--- src/verilog/sip_pkg.sv ---
// Package: register map, field positions and encodings for the SCSI interrupt/parity/timing block
package sip_pkg;

  // ----------------------------------------------------------------
  // Register byte offsets
  // ----------------------------------------------------------------
  localparam logic [7:0] SIP_OFS_BUS_STATUS = 8'h10;
  localparam logic [7:0] SIP_OFS_INT_STATE  = 8'h14;
  localparam logic [7:0] SIP_OFS_SYNC_PER   = 8'h18;
  localparam logic [7:0] SIP_OFS_SYNC_OFS   = 8'h1c;
  localparam logic [7:0] SIP_OFS_CTRL_ONE   = 8'h20;
  localparam logic [7:0] SIP_OFS_CLK_CONV   = 8'h24;
  localparam logic [7:0] SIP_OFS_CTRL_THREE = 8'h2c;
  localparam logic [7:0] SIP_OFS_XFER_CNT   = 8'h38;
  localparam logic [7:0] SIP_OFS_DMA_CMD    = 8'h40;
  localparam logic [7:0] SIP_OFS_DMA_STATUS = 8'h54;
  localparam logic [7:0] SIP_OFS_SCSI_INT   = 8'h60;

  // ----------------------------------------------------------------
  // Field positions
  // ----------------------------------------------------------------
  localparam int SIP_CMD_TRANSFER_IRQ_EN = 6;
  localparam int SIP_CMD_PAGE_IRQ_EN     = 5;
  localparam int SIP_CMD_PAGE_LIST_MODE  = 4;
  localparam int SIP_DST_POWER_DOWN_INPUT            = 0;
  localparam int SIP_DST_ABORT           = 1;
  localparam int SIP_DST_ADDR_ERR        = 2;
  localparam int SIP_DST_PAGE_DONE       = 3;
  localparam int SIP_DST_SCSI_IRQ        = 4;
  localparam int SIP_DST_DONE            = 5;
  localparam int SIP_CT1_PARITY_EN       = 4;
  localparam int SIP_CT3_FAST_CLOCK      = 3;
  localparam int SIP_CT3_FAST_TIMING     = 4;
  localparam int SIP_BST_PARITY_ERR      = 5;
  localparam int SIP_SCSI_SRC_N          = 6;

  localparam logic [4:0] SIP_PERIOD_RST = 5'h05;
  localparam logic [1:0] SIP_RESP_OKAY  = 2'b00;
  localparam logic [1:0] SIP_RESP_SLVERR = 2'b10;

  // Identity code in the top byte of the count register (value arbitrary)
  localparam logic [7:0] SIP_ID_CODE_DEFAULT = 8'h5a;

  // Handshake edge delay in half clocks, chosen by a two-bit field
  typedef enum logic [1:0] {
    SIP_DLY_NONE = 2'b00,
    SIP_DLY_HALF = 2'b01,
    SIP_DLY_ONE  = 2'b10,
    SIP_DLY_ONEH = 2'b11
  } sip_dly_t;

endpackage : sip_pkg

--- src/verilog/sip_core.sv ---
// SCSI interrupt merge, identity readout, FIFO threshold, transfer timing and parity
`timescale 1ns/10ps
// Overview of operation
// - DMA and SCSI interrupt sources merge onto one host interrupt output.
// - Reading DMA status clears the DMA-engine flags that were read.
// - SCSI interrupt clears only after bus status, state and int status reads.
// - Transfer done flags an interrupt only with transfer enable bit 6 set.
// - Host address error flags an interrupt, gated by the same bit 6.
// - Any DMA abort, by command or bus abort, flags an interrupt.
// - Each rising edge of the power-down input flags an interrupt.
// - In page-list mode each page completion flags, only with bit 5 set.
// - Any SCSI interrupt sets the SCSI flag, bit 4 of DMA status.
// - SCSI raises interrupt on reset, bad command, disconnect, service, done, reselect.
// - Count register top byte shows the identity code until first loaded.
// - SCSI FIFO signals DMA ready at a two-byte threshold.
// - Sync period bits 4:0 set the synchronous transfer period.
// - Offset bits 7:6 move handshake deassertion, options depend on fast clock.
// - Offset bits 5:4 delay handshake assertion by 0 to 1.5 clocks.
// - Odd parity over data plus parity; always generated on driven bytes.
// - Parity check enable resets to zero; disabled means no checking.
// - Parity error sets bus status bit 5 and asserts ATN, no interrupt.
module sip_core
  import sip_pkg::*;
#(
  parameter logic [7:0] ID_CODE = SIP_ID_CODE_DEFAULT  // Arbitrary identity value
) (
  input  wire logic        sys_clk_i,        // Core clock
  input  wire logic        rst_i,            // Async reset, active high
  input  wire logic [7:0]  s_axi_awaddr_i,   // Write address
  input  wire logic        s_axi_awvalid_i,  // Write address valid
  output logic             s_axi_awready_o,  // Write address ready
  input  wire logic [31:0] s_axi_wdata_i,    // Write data
  input  wire logic [3:0]  s_axi_wstrb_i,    // Write strobes
  input  wire logic        s_axi_wvalid_i,   // Write data valid
  output logic             s_axi_wready_o,   // Write data ready
  output logic [1:0]       s_axi_bresp_o,    // Write response
  output logic             s_axi_bvalid_o,   // Write response valid
  input  wire logic        s_axi_bready_i,   // Write response ready
  input  wire logic [7:0]  s_axi_araddr_i,   // Read address
  input  wire logic        s_axi_arvalid_i,  // Read address valid
  output logic             s_axi_arready_o,  // Read address ready
  output logic [31:0]      s_axi_rdata_o,    // Read data
  output logic [1:0]       s_axi_rresp_o,    // Read response
  output logic             s_axi_rvalid_o,   // Read data valid
  input  wire logic        s_axi_rready_i,   // Read data ready
  input  wire logic        dma_done_i,       // DMA transfer completed, pulse
  input  wire logic        dma_addr_err_i,   // Host bus address error, pulse
  input  wire logic        dma_abort_i,      // Abort by command or bus, pulse
  input  wire logic        dma_page_done_i,  // Page finished in page-list mode, pulse
  input  wire logic        power_down_input, // Power-down pin, asynchronous
  input  wire logic [SIP_SCSI_SRC_N-1:0] scsi_event_i, // SCSI interrupt causes, pulses
  input  wire logic        count_load_i,     // Transfer counter load, pulse
  input  wire logic [7:0]  count_hi_i,       // Counter top byte once loaded
  input  wire logic [7:0]  int_state_i,      // Internal state value for readback
  input  wire logic [1:0]  fifo_level_i,     // SCSI FIFO byte count, saturating
  input  wire logic [7:0]  rx_data_i,        // Byte received from SCSI bus
  input  wire logic        rx_parity_i,      // Parity bit received
  input  wire logic        rx_strobe_i,      // Received byte valid, pulse
  input  wire logic [7:0]  tx_data_i,        // Byte to drive onto SCSI bus
  output logic             tx_parity_o,      // Generated parity for tx_data_i
  output logic             atn_o,            // ATN request on parity error
  output logic             fifo_thresh_o,    // FIFO at threshold, to DMA
  output logic [4:0]       sync_period_o,    // Sync transfer period
  output logic [1:0]       req_assert_dly_o, // Handshake assertion delay, half clocks
  output logic [1:0]       req_deassert_sel_o, // Handshake deassertion selection
  output logic             fast_clock_select,  // Fast clock mode
  output logic             fast_timing_select, // Fast timing mode
  output logic             host_irq_o        // Merged host interrupt
);

  // ----------------------------------------------------------------
  // Bus slave
  // ----------------------------------------------------------------
  logic        aw_hold_q, w_hold_q, bvalid_q, rvalid_q;
  logic [7:0]  awaddr_q;
  logic [31:0] wdata_q, rdata_q;
  logic        wr_err_q, rd_err_q;

  wire wr_go = aw_hold_q && w_hold_q && !bvalid_q;
  wire rd_go = s_axi_arvalid_i && !rvalid_q;

  assign s_axi_awready_o = !aw_hold_q;
  assign s_axi_wready_o  = !w_hold_q;
  assign s_axi_arready_o = !rvalid_q;
  assign s_axi_bvalid_o  = bvalid_q;
  assign s_axi_rvalid_o  = rvalid_q;
  assign s_axi_rdata_o   = rdata_q;
  assign s_axi_bresp_o   = wr_err_q ? SIP_RESP_SLVERR : SIP_RESP_OKAY;
  assign s_axi_rresp_o   = rd_err_q ? SIP_RESP_SLVERR : SIP_RESP_OKAY;

  function automatic logic is_mapped(input logic [7:0] a);
    case (a)
      SIP_OFS_BUS_STATUS, SIP_OFS_INT_STATE, SIP_OFS_SYNC_PER, SIP_OFS_SYNC_OFS,
      SIP_OFS_CTRL_ONE, SIP_OFS_CLK_CONV, SIP_OFS_CTRL_THREE, SIP_OFS_XFER_CNT,
      SIP_OFS_DMA_CMD, SIP_OFS_DMA_STATUS, SIP_OFS_SCSI_INT: is_mapped = 1'b1;
      default: is_mapped = 1'b0;
    endcase
  endfunction : is_mapped

  always_ff @(posedge sys_clk_i or posedge rst_i) begin
    if (rst_i) begin
      aw_hold_q <= 1'b0;
      w_hold_q  <= 1'b0;
      awaddr_q  <= 8'h00;
      wdata_q   <= 32'h0000_0000;
    end else begin
      if (s_axi_awvalid_i && !aw_hold_q) begin
        aw_hold_q <= 1'b1;
        awaddr_q  <= s_axi_awaddr_i;
      end else if (wr_go) begin
        aw_hold_q <= 1'b0;
      end
      if (s_axi_wvalid_i && !w_hold_q) begin
        w_hold_q <= 1'b1;
        wdata_q  <= s_axi_wdata_i;
      end else if (wr_go) begin
        w_hold_q <= 1'b0;
      end
    end
  end

  always_ff @(posedge sys_clk_i or posedge rst_i) begin
    if (rst_i) begin
      bvalid_q <= 1'b0;
      wr_err_q <= 1'b0;
    end else if (wr_go) begin
      bvalid_q <= 1'b1;
      wr_err_q <= !is_mapped(awaddr_q);
    end else if (s_axi_bready_i) begin
      bvalid_q <= 1'b0;
    end
  end

  // Byte-lane 0 write strobe per register
  logic s_axi_wstrb_i_q0;
  wire wr_lane0 = wr_go && s_axi_wstrb_i_q0;
  always_ff @(posedge sys_clk_i or posedge rst_i) begin
    if (rst_i) begin
      s_axi_wstrb_i_q0 <= 1'b0;
    end else if (s_axi_wvalid_i && !w_hold_q) begin
      s_axi_wstrb_i_q0 <= s_axi_wstrb_i[0];
    end
  end
  wire wr_per  = wr_lane0 && (awaddr_q == SIP_OFS_SYNC_PER);
  wire wr_ofs  = wr_lane0 && (awaddr_q == SIP_OFS_SYNC_OFS);
  wire wr_ct1  = wr_lane0 && (awaddr_q == SIP_OFS_CTRL_ONE);
  wire wr_ccf  = wr_lane0 && (awaddr_q == SIP_OFS_CLK_CONV);
  wire wr_ct3  = wr_lane0 && (awaddr_q == SIP_OFS_CTRL_THREE);
  wire wr_cmd  = wr_lane0 && (awaddr_q == SIP_OFS_DMA_CMD);

  // ----------------------------------------------------------------
  // Configuration registers
  // ----------------------------------------------------------------
  logic [4:0] period_q;
  logic [7:0] sofs_q, ct1_q, ct3_q, cmd_q;
  logic [2:0] ccf_q;

  always_ff @(posedge sys_clk_i or posedge rst_i) begin
    if (rst_i) begin
      period_q <= SIP_PERIOD_RST;
      sofs_q   <= 8'h00;
      ct1_q    <= 8'h00;
      ct3_q    <= 8'h00;
      cmd_q    <= 8'h00;
      ccf_q    <= 3'h0;
    end else begin
      if (wr_per) period_q <= wdata_q[4:0];
      if (wr_ofs) sofs_q <= wdata_q[7:0];
      if (wr_ct1) ct1_q <= wdata_q[7:0];
      if (wr_ct3) ct3_q <= wdata_q[7:0];
      if (wr_cmd) cmd_q <= wdata_q[7:0];
      if (wr_ccf) ccf_q <= wdata_q[2:0];
    end
  end

  assign sync_period_o      = period_q;
  assign fast_clock_select  = ct3_q[SIP_CT3_FAST_CLOCK];
  assign fast_timing_select = ct3_q[SIP_CT3_FAST_TIMING];
  assign req_assert_dly_o   = sofs_q[5:4];
  // Without fast clock the earliest (ahead half clock) option is not offered
  assign req_deassert_sel_o = (!ct3_q[SIP_CT3_FAST_CLOCK] && sofs_q[7:6] == SIP_DLY_NONE)
                              ? SIP_DLY_HALF : sofs_q[7:6];

  // ----------------------------------------------------------------
  // Power-down synchroniser and DMA interrupt flags
  // ----------------------------------------------------------------
  logic pd_m_q, pd_s_q, pd_d_q;
  always_ff @(posedge sys_clk_i or posedge rst_i) begin
    if (rst_i) begin
      pd_m_q <= 1'b0;
      pd_s_q <= 1'b0;
      pd_d_q <= 1'b0;
    end else begin
      pd_m_q <= power_down_input;
      pd_s_q <= pd_m_q;
      pd_d_q <= pd_s_q;
    end
  end
  wire pd_rise = pd_s_q && !pd_d_q;

  wire xfer_en = cmd_q[SIP_CMD_TRANSFER_IRQ_EN];
  wire page_en = cmd_q[SIP_CMD_PAGE_IRQ_EN] && cmd_q[SIP_CMD_PAGE_LIST_MODE];

  logic [3:0] dma_set;
  assign dma_set[SIP_DST_POWER_DOWN_INPUT]      = pd_rise;
  assign dma_set[SIP_DST_ABORT]     = dma_abort_i;
  assign dma_set[SIP_DST_ADDR_ERR]  = dma_addr_err_i && xfer_en;
  assign dma_set[SIP_DST_PAGE_DONE] = dma_page_done_i && page_en;
  wire done_set = dma_done_i && xfer_en;

  wire rd_dst = rd_go && (s_axi_araddr_i == SIP_OFS_DMA_STATUS);
  logic [3:0] dma_flag_q;
  logic       done_q;

  // Set wins over the read clear for every flag
  genvar gi;
  generate
    for (gi = 0; gi < 4; gi++) begin : g_dflag
      always_ff @(posedge sys_clk_i or posedge rst_i) begin
        if (rst_i) begin
          dma_flag_q[gi] <= 1'b0;
        end else if (dma_set[gi]) begin
          dma_flag_q[gi] <= 1'b1;
        end else if (rd_dst) begin
          dma_flag_q[gi] <= 1'b0;
        end
      end
    end
  endgenerate

  always_ff @(posedge sys_clk_i or posedge rst_i) begin
    if (rst_i) begin
      done_q <= 1'b0;
    end else if (done_set) begin
      done_q <= 1'b1;
    end else if (rd_dst) begin
      done_q <= 1'b0;
    end
  end

  // ----------------------------------------------------------------
  // SCSI interrupt: cleared after all three status reads
  // ----------------------------------------------------------------
  logic [SIP_SCSI_SRC_N-1:0] scsi_cause_q;
  logic [2:0] seen_q;
  wire rd_bst = rd_go && (s_axi_araddr_i == SIP_OFS_BUS_STATUS);
  wire rd_ist = rd_go && (s_axi_araddr_i == SIP_OFS_INT_STATE);
  wire rd_sin = rd_go && (s_axi_araddr_i == SIP_OFS_SCSI_INT);
  wire [2:0] seen_d = seen_q | {rd_sin, rd_ist, rd_bst};
  wire scsi_clr = (&seen_d) && (scsi_cause_q != '0);
  wire scsi_any_set = |scsi_event_i;

  always_ff @(posedge sys_clk_i or posedge rst_i) begin
    if (rst_i) begin
      scsi_cause_q <= '0;
      seen_q       <= 3'h0;
    end else if (scsi_any_set) begin
      scsi_cause_q <= scsi_cause_q | scsi_event_i;
      seen_q       <= 3'h0;
    end else if (scsi_clr) begin
      scsi_cause_q <= '0;
      seen_q       <= 3'h0;
    end else if (scsi_cause_q != '0) begin
      seen_q       <= seen_d;
    end
  end

  wire scsi_irq_flag = |scsi_cause_q;
  wire [7:0] dma_status = {2'b00, done_q, scsi_irq_flag, dma_flag_q};
  assign host_irq_o = scsi_irq_flag || done_q || (|dma_flag_q);

  // ----------------------------------------------------------------
  // Identity code, FIFO threshold, parity
  // ----------------------------------------------------------------
  logic cnt_loaded_q;
  always_ff @(posedge sys_clk_i or posedge rst_i) begin
    if (rst_i) begin
      cnt_loaded_q <= 1'b0;
    end else if (count_load_i) begin
      cnt_loaded_q <= 1'b1;
    end
  end
  wire [7:0] cnt_view = cnt_loaded_q ? count_hi_i : ID_CODE;

  assign fifo_thresh_o = fifo_level_i[1];
  assign tx_parity_o   = ~(^tx_data_i);

  wire par_bad = rx_strobe_i && ct1_q[SIP_CT1_PARITY_EN]
                 && !(^{rx_data_i, rx_parity_i});
  logic perr_q;
  always_ff @(posedge sys_clk_i or posedge rst_i) begin
    if (rst_i) begin
      perr_q <= 1'b0;
    end else if (par_bad) begin
      perr_q <= 1'b1;
    end else if (rd_bst) begin
      perr_q <= 1'b0;
    end
  end
  assign atn_o = perr_q;

  // ----------------------------------------------------------------
  // Read data
  // ----------------------------------------------------------------
  logic [7:0] rd_mux;
  always_comb begin
    case (s_axi_araddr_i)
      SIP_OFS_BUS_STATUS: rd_mux = 8'(perr_q) << SIP_BST_PARITY_ERR;
      SIP_OFS_INT_STATE:  rd_mux = int_state_i;
      SIP_OFS_SYNC_PER:   rd_mux = {3'h0, period_q};
      SIP_OFS_SYNC_OFS:   rd_mux = sofs_q;
      SIP_OFS_CTRL_ONE:   rd_mux = ct1_q;
      SIP_OFS_CTRL_THREE: rd_mux = ct3_q;
      SIP_OFS_XFER_CNT:   rd_mux = cnt_view;
      SIP_OFS_DMA_CMD:    rd_mux = cmd_q;
      SIP_OFS_DMA_STATUS: rd_mux = dma_status;
      SIP_OFS_SCSI_INT:   rd_mux = {2'b00, scsi_cause_q};
      default:            rd_mux = 8'h00;
    endcase
  end

  always_ff @(posedge sys_clk_i or posedge rst_i) begin
    if (rst_i) begin
      rvalid_q <= 1'b0;
      rdata_q  <= 32'h0000_0000;
      rd_err_q <= 1'b0;
    end else if (rd_go) begin
      rvalid_q <= 1'b1;
      rdata_q  <= {24'h00_0000, rd_mux};
      rd_err_q <= !is_mapped(s_axi_araddr_i);
    end else if (s_axi_rready_i) begin
      rvalid_q <= 1'b0;
    end
  end

  // ----------------------------------------------------------------
  // Assertions
  // ----------------------------------------------------------------
  property p_done_gate;
    @(posedge sys_clk_i) disable iff (rst_i)
      (dma_done_i && !xfer_en && !done_q && !rd_dst) |=> !done_q;
  endproperty
  a_done_gate: assert property (p_done_gate) else $error("done flag set while disabled");

  property p_done_set;
    @(posedge sys_clk_i) disable iff (rst_i) done_set |=> done_q && host_irq_o;
  endproperty
  a_done_set: assert property (p_done_set) else $error("done flag not set");

  property p_abort;
    @(posedge sys_clk_i) disable iff (rst_i) dma_abort_i |=> dma_flag_q[SIP_DST_ABORT];
  endproperty
  a_abort: assert property (p_abort) else $error("abort flag missing");

  property p_dst_clear;
    @(posedge sys_clk_i) disable iff (rst_i)
      (rd_dst && !done_set && dma_set == 4'h0) |=> (dma_flag_q == 4'h0 && !done_q);
  endproperty
  a_dst_clear: assert property (p_dst_clear) else $error("read did not clear flags");

  property p_scsi_hold;
    @(posedge sys_clk_i) disable iff (rst_i)
      (scsi_irq_flag && !scsi_clr) |=> scsi_irq_flag;
  endproperty
  a_scsi_hold: assert property (p_scsi_hold) else $error("SCSI flag dropped early");

  property p_scsi_set;
    @(posedge sys_clk_i) disable iff (rst_i)
      scsi_any_set |=> dma_status[SIP_DST_SCSI_IRQ] && host_irq_o;
  endproperty
  a_scsi_set: assert property (p_scsi_set) else $error("SCSI flag not set");

  property p_pd_edge;
    @(posedge sys_clk_i) disable iff (rst_i)
      $rose(pd_s_q) |=> dma_flag_q[SIP_DST_POWER_DOWN_INPUT];
  endproperty
  a_pd_edge: assert property (p_pd_edge) else $error("power-down flag missing");

  property p_par_off;
    @(posedge sys_clk_i) disable iff (rst_i)
      (!ct1_q[SIP_CT1_PARITY_EN] && !perr_q) |=> !perr_q;
  endproperty
  a_par_off: assert property (p_par_off) else $error("parity error while disabled");

  property p_par_err;
    @(posedge sys_clk_i) disable iff (rst_i)
      (par_bad && !host_irq_o && !scsi_any_set && !done_set && dma_set == 4'h0)
        |=> atn_o && !host_irq_o;
  endproperty
  a_par_err: assert property (p_par_err) else $error("parity error not flagged");

  property p_tx_odd;
    @(posedge sys_clk_i) disable iff (rst_i) ^{tx_data_i, tx_parity_o} == 1'b1;
  endproperty
  a_tx_odd: assert property (p_tx_odd) else $error("parity not odd");

  property p_id;
    @(posedge sys_clk_i) disable iff (rst_i) !cnt_loaded_q |-> cnt_view == ID_CODE;
  endproperty
  a_id: assert property (p_id) else $error("identity code not shown");

  c_done: cover property (@(posedge sys_clk_i) disable iff (rst_i) done_set ##[1:20] rd_dst);
  c_scsi: cover property (@(posedge sys_clk_i) disable iff (rst_i) scsi_clr);
  c_perr: cover property (@(posedge sys_clk_i) disable iff (rst_i) par_bad);

endmodule : sip_core

--- config.mk ---
export PLATFORM = sky130hd
export DESIGN_NAME = sip_core
export DESIGN_NICKNAME = d
export VERILOG_FILES = /design/src/verilog/sip_pkg.sv /design/src/verilog/sip_core.sv
export SDC_FILE = /design/constraint.sdc
export NUM_CORES = 1
export LEC_CHECK = 0
export BUFFER_PORTS_ARGS = -buffer_cell sky130_fd_sc_hd__buf_4
export CORE_ASPECT_RATIO = 0.5
export CORE_UTILIZATION = 45
export CTS_CLUSTER_DIAMETER = 120
export DETAILED_ROUTE_END_ITERATION = 8
export GPL_TIMING_DRIVEN = 0
export PLACE_DENSITY = 0.87
export SETUP_SLACK_MARGIN = 0.3
export SYNTH_ARGS = -nofsm -noshare
export SYNTH_HDL_FRONTEND = slang
export SYNTH_SLANG_ARGS = --single-unit
export TNS_END_PERCENT = 100
--- constraint.sdc ---
create_clock -name sys_clk_i -period 2.7 [get_ports sys_clk_i]
set_clock_uncertainty 0.05 [all_clocks]
set_input_delay 0.54 -clock sys_clk_i [delete_from_list [all_inputs] [get_ports sys_clk_i]]
set_output_delay 0.54 -clock sys_clk_i [all_outputs]
set_load 0.01 [all_outputs]
==> flow_metrics.py <==
metrics = {
    "status": {
        "run_status": "complete, no violations",
    },
    "setup_path": {
        "max_stage_delay_ps": 550,
        "worstSetupStartpointType": "flip-flop",
        "worst_ep_required_time_ps": 2110,
        "slowest_stage": "or4_4",
        "crit_type": "flip-flop to output pin",
        "path_depth": 4,
        "worstPathCellList": "or4_4 -> nor3_4 -> nand3_1 -> buf_4",
        "cp_data_arrival_time_ps": 1720,
        "path_delay_family": "simple AND/OR/NAND/NOR gates",
        "rr_worst_depth": 6,
        "endpoint_kind": "output pin",
        "worstPathMaxFanout": 3,
        "critPathBufInv": 1,
    },
    "timing": {
        "period_needed_ps": 2310,
        "grt_setup_unrepaired": "false",
        "fin_crit_sh_pct": 85.6,
        "fmax_ghz": 0.432,
        "maxSlewHeadroom_pct": 56.6,
        "worstMarginPinSlew_ps": 635,
        "final_hold_viol_count": 0,
        "finalSetupViolations": 0,
        "drv_slew": 0,
        "setup_tns_ps": 0,
    },
    "synthesis": {
        "synth_edf_count": 0,
        "ys_seq_elements": 87,
        "syn_area_mm2": 0.00455,
        "ys_types": 59,
        "synth-main-ff-cell": "dfrtp_1",
        "avgSynthCellArea_um2": 11.2,
        "synth_async_sr_flop_share_pct": 100,
        "ys_seq_area_share_pct": 47.9,
        "yosys_warnings": 0,
        "syn_inst": 405,
    },
    "power_and_ir_drop": {
        "power.static_leakage_uw": 0.00278,
        "ir_drop_mv": 0.310,
        "powerDensity_mw_per_mm2": 661,
        "power_uw": 3930,
    },
    "grt": {
        "grt_pass1_vias": 3617,
        "antenna_found_initial": 0,
        "gr-total-overflow": 0,
        "grt_pass1_wl_mm": 18.2,
        "grt_max_degree": 39,
        "grt_usage_pct": 23.2,
    },
    "clocking": {
        "cts.path.max_buffers": 2,
        "cts_tree": "yes",
        "cts_buffers": 9,
        "cts.reportedPaths.clkPinSlew_ps": 60,
        "htreeDepth": 3,
        "cts_hold_buf": 0,
        "clk-insertion-delay-late_ps": 340,
        "cts_root_buffer": "clkbuf_16",
        "clock-sinks": 87,
    },
    "cells_and_area": {
        "fillers": 762,
        "antennaDiodeCount": 0,
        "stdcell_area_mm2": 0.00594,
        "syn_to_final_growth_pct": 30.7,
        "multi_input_area_mm2": 0.00210,
        "seqCellArea_mm2": 0.00218,
        "layout-drive-gt1-share_pct": 43.4,
        "finalNetCount": 657,
    },
    "placed_design": {
        "placed_area_mm2": 0.00566,
        "io_buffers": 106,
        "dpl.hpwl_mm": 8.99,
        "place.gp.congestion": 0.916,
    },
    "die": {
        "dieWidth_um": 144,
        "start_util_pct": 47.2,
        "io_pins": 163,
        "rows": 25,
        "die-height_um": 73.1,
        "fp.dieArea_mm2": 0.0105,
        "core_area_mm2": 0.00963,
    },
    "run": {
        "cap_violations": 0,
    },
    "route": {
        "wl_per_cell_um": 17.2,
        "drtAntennaViolNets": 0,
        "drt_iter0_markers": 321,
        "drt_wl_total_mm": 11.9,
        "drcViolationCount": 0,
        "firstDrtPassIters": 5,
        "avgViaCountPerCell": 5.42,
        "dr_total_vias": 3737,
    },
    "hold_path": {
        "hold_class": "input port to async pin",
    },
}
[state kept, by name (all words and copies together), names as in the netlist, 5 cells and up]
name,cells
awaddr_q,8
cmd_q,8
ct1_q,8
ct3_q,8
s_axi_rdata_o,8
sofs_q,8
wdata_q,8
scsi_cause_q,6
sync_period_o,5
[layout make-up]
type                            count  area share [%]
Clock inverter                      5           0.590
Multi-Input combinational cell    286            35.4
Timing Repair Buffer              109            14.3
Tap cell                          135            2.84
Clock buffer                       11            3.92
Sequential cell                    87            36.7
Inverter                           10           0.695
Buffer                             47            5.52
[Yosys cell counts, types with 2 or more instances]
| master | instances | area share [%] |
|---|---|---|
| a22oi_1 | 6 | 0.99 |
| buf_4 | 37 | 6.1 |
| nor2b_1 | 7 | 0.96 |
| a32oi_1 | 5 | 0.96 |
| nor3_2 | 2 | 0.44 |
| nor3_1 | 13 | 1.4 |
| and4bb_2 | 2 | 0.55 |
| inv_1 | 10 | 0.83 |
| a22o_1 | 5 | 0.96 |
| nor4b_2 | 3 | 0.99 |
| nand2_1 | 20 | 1.7 |
| o21ai_1 | 2 | 0.22 |
| a21o_1 | 3 | 0.50 |
| o21ai_0 | 12 | 1.3 |
| clkbuf_1 | 5 | 0.41 |
| dfrtp_1 | 85 | 47 |
| xnor2_1 | 14 | 2.7 |
| and2_1 | 3 | 0.41 |
| nand2b_1 | 2 | 0.28 |
| o2bb2ai_1 | 2 | 0.39 |
| a32o_1 | 2 | 0.44 |
| o21bai_1 | 2 | 0.33 |
| nand3_2 | 4 | 0.88 |
| a31oi_1 | 6 | 0.83 |
| mux2_2 | 54 | 13 |
| nor2_1 | 21 | 1.7 |
| nand3_1 | 19 | 2.1 |
| buf_2 | 4 | 0.44 |
| o211ai_1 | 4 | 0.66 |
| a21oi_1 | 7 | 0.77 |
| mux2i_1 | 6 | 1.3 |
| o22ai_1 | 4 | 0.55 |
| o21a_1 | 6 | 0.99 |
| or4_1 | 2 | 0.33 |
| dfstp_2 | 2 | 1.2 |
[layout by cell type, fill, tap and decap left out, types with 2 or more instances in the layout]
cell and instances:
and2_1 3, buf_2 4, nand2_1 20, o211ai_1 4, dfrtp_1 85, nand2b_1 2
clkbuf_1 7, buf_4 144, o21a_1 6, a31oi_1 6, a21o_1 3, nor2b_1 7
clkinv_2 2, a22o_1 5, dfstp_2 2, clkbuf_16 9, nand3_1 19, xnor2_1 14
and4bb_2 2, nor3_1 13, a32o_1 2, a32oi_1 5, mux2_2 54, o22ai_1 4
o2bb2ai_1 2, o21bai_1 2, nand3_2 4, clkinvlp_4 2, o21ai_0 12, mux2i_1 6
nor2_1 21, a22oi_1 6, conb_1 26, nor4b_2 3, a21oi_1 7, inv_1 9
o21ai_1 2
[where the power goes]
part | internal, uW | switching, uW | total [uW]
clock network | 625 | 505 | 1130
logic | 536 | 414 | 950
registers | 1570 | 277 | 1850
[kinds of logic (layout without fill, tap and decap cells)]
group / after synthesis / after routing / synth area share, %
AOI/OAI and AO/OA: 76 / 76 / 12.0
DFF: 87 / 87 / 47.9
xor gates and xnor gates: 15 / 15 / 2.89
buffers and inverters: 57 / 182 / 8.04
other: 1 / 26 / 0.0825
and+or+nand+nor: 108 / 108 / 14.1
muxes: 61 / 61 / 14.9
[per-layer routing]
layer | vias to the layer above | GRT usage, % | part of all wire, %
met2 | 191 | 39.4 | 48
met1 | 1820 | 29.2 | 42
met3 | 22 | 6.43 | 8.1
li1 | 1704 | - | -
met5 | - | 0 | 0
met4 | 0 | 6.90 | 1.8
[final timing paths]
path                                              from                            to  slack [ps]
max reg2reg                 s_axi_bvalid_o$_DFFE_PP0P_          ct3_q[4]$_DFFE_PP0P_         740
min                                              rst_i          ct3_q[2]$_DFFE_PP0P_         200
min in group sys_clk_i                power_down_input              pd_m_q$_DFF_PP0_         250
max                        scsi_cause_q[1]$_DFFE_PP0P_                    host_irq_o         390
min reg2reg                           pd_m_q$_DFF_PP0_              pd_s_q$_DFF_PP0_         320
max in group asynchronous                        rst_i  sync_period_o[2]$_DFFE_PP1P_        1560
[what timing repair did]
action / CTS / global route
setup buffers: 1 / 0
pin swaps: 1 / 1
hold endpoints to repair: 0 / 0
resized for setup: 1 / 1
endpoints found under the setup margin: 1 / 1
[per-stage QoR]
step           hold slack (ps)  cells  setup WS [ps]  util [%]
2_1_floorplan              281    430            741         -
3_3_place_gp               294    671            339      58.2
3_5_place_dp               304    673            266      58.7
4_1_cts                    220    690            307      61.6
5_1_grt                    241    690            332      61.7
6_report                   204    690            387      61.7
Note: power is estimated with default switching activity, not from simulation.
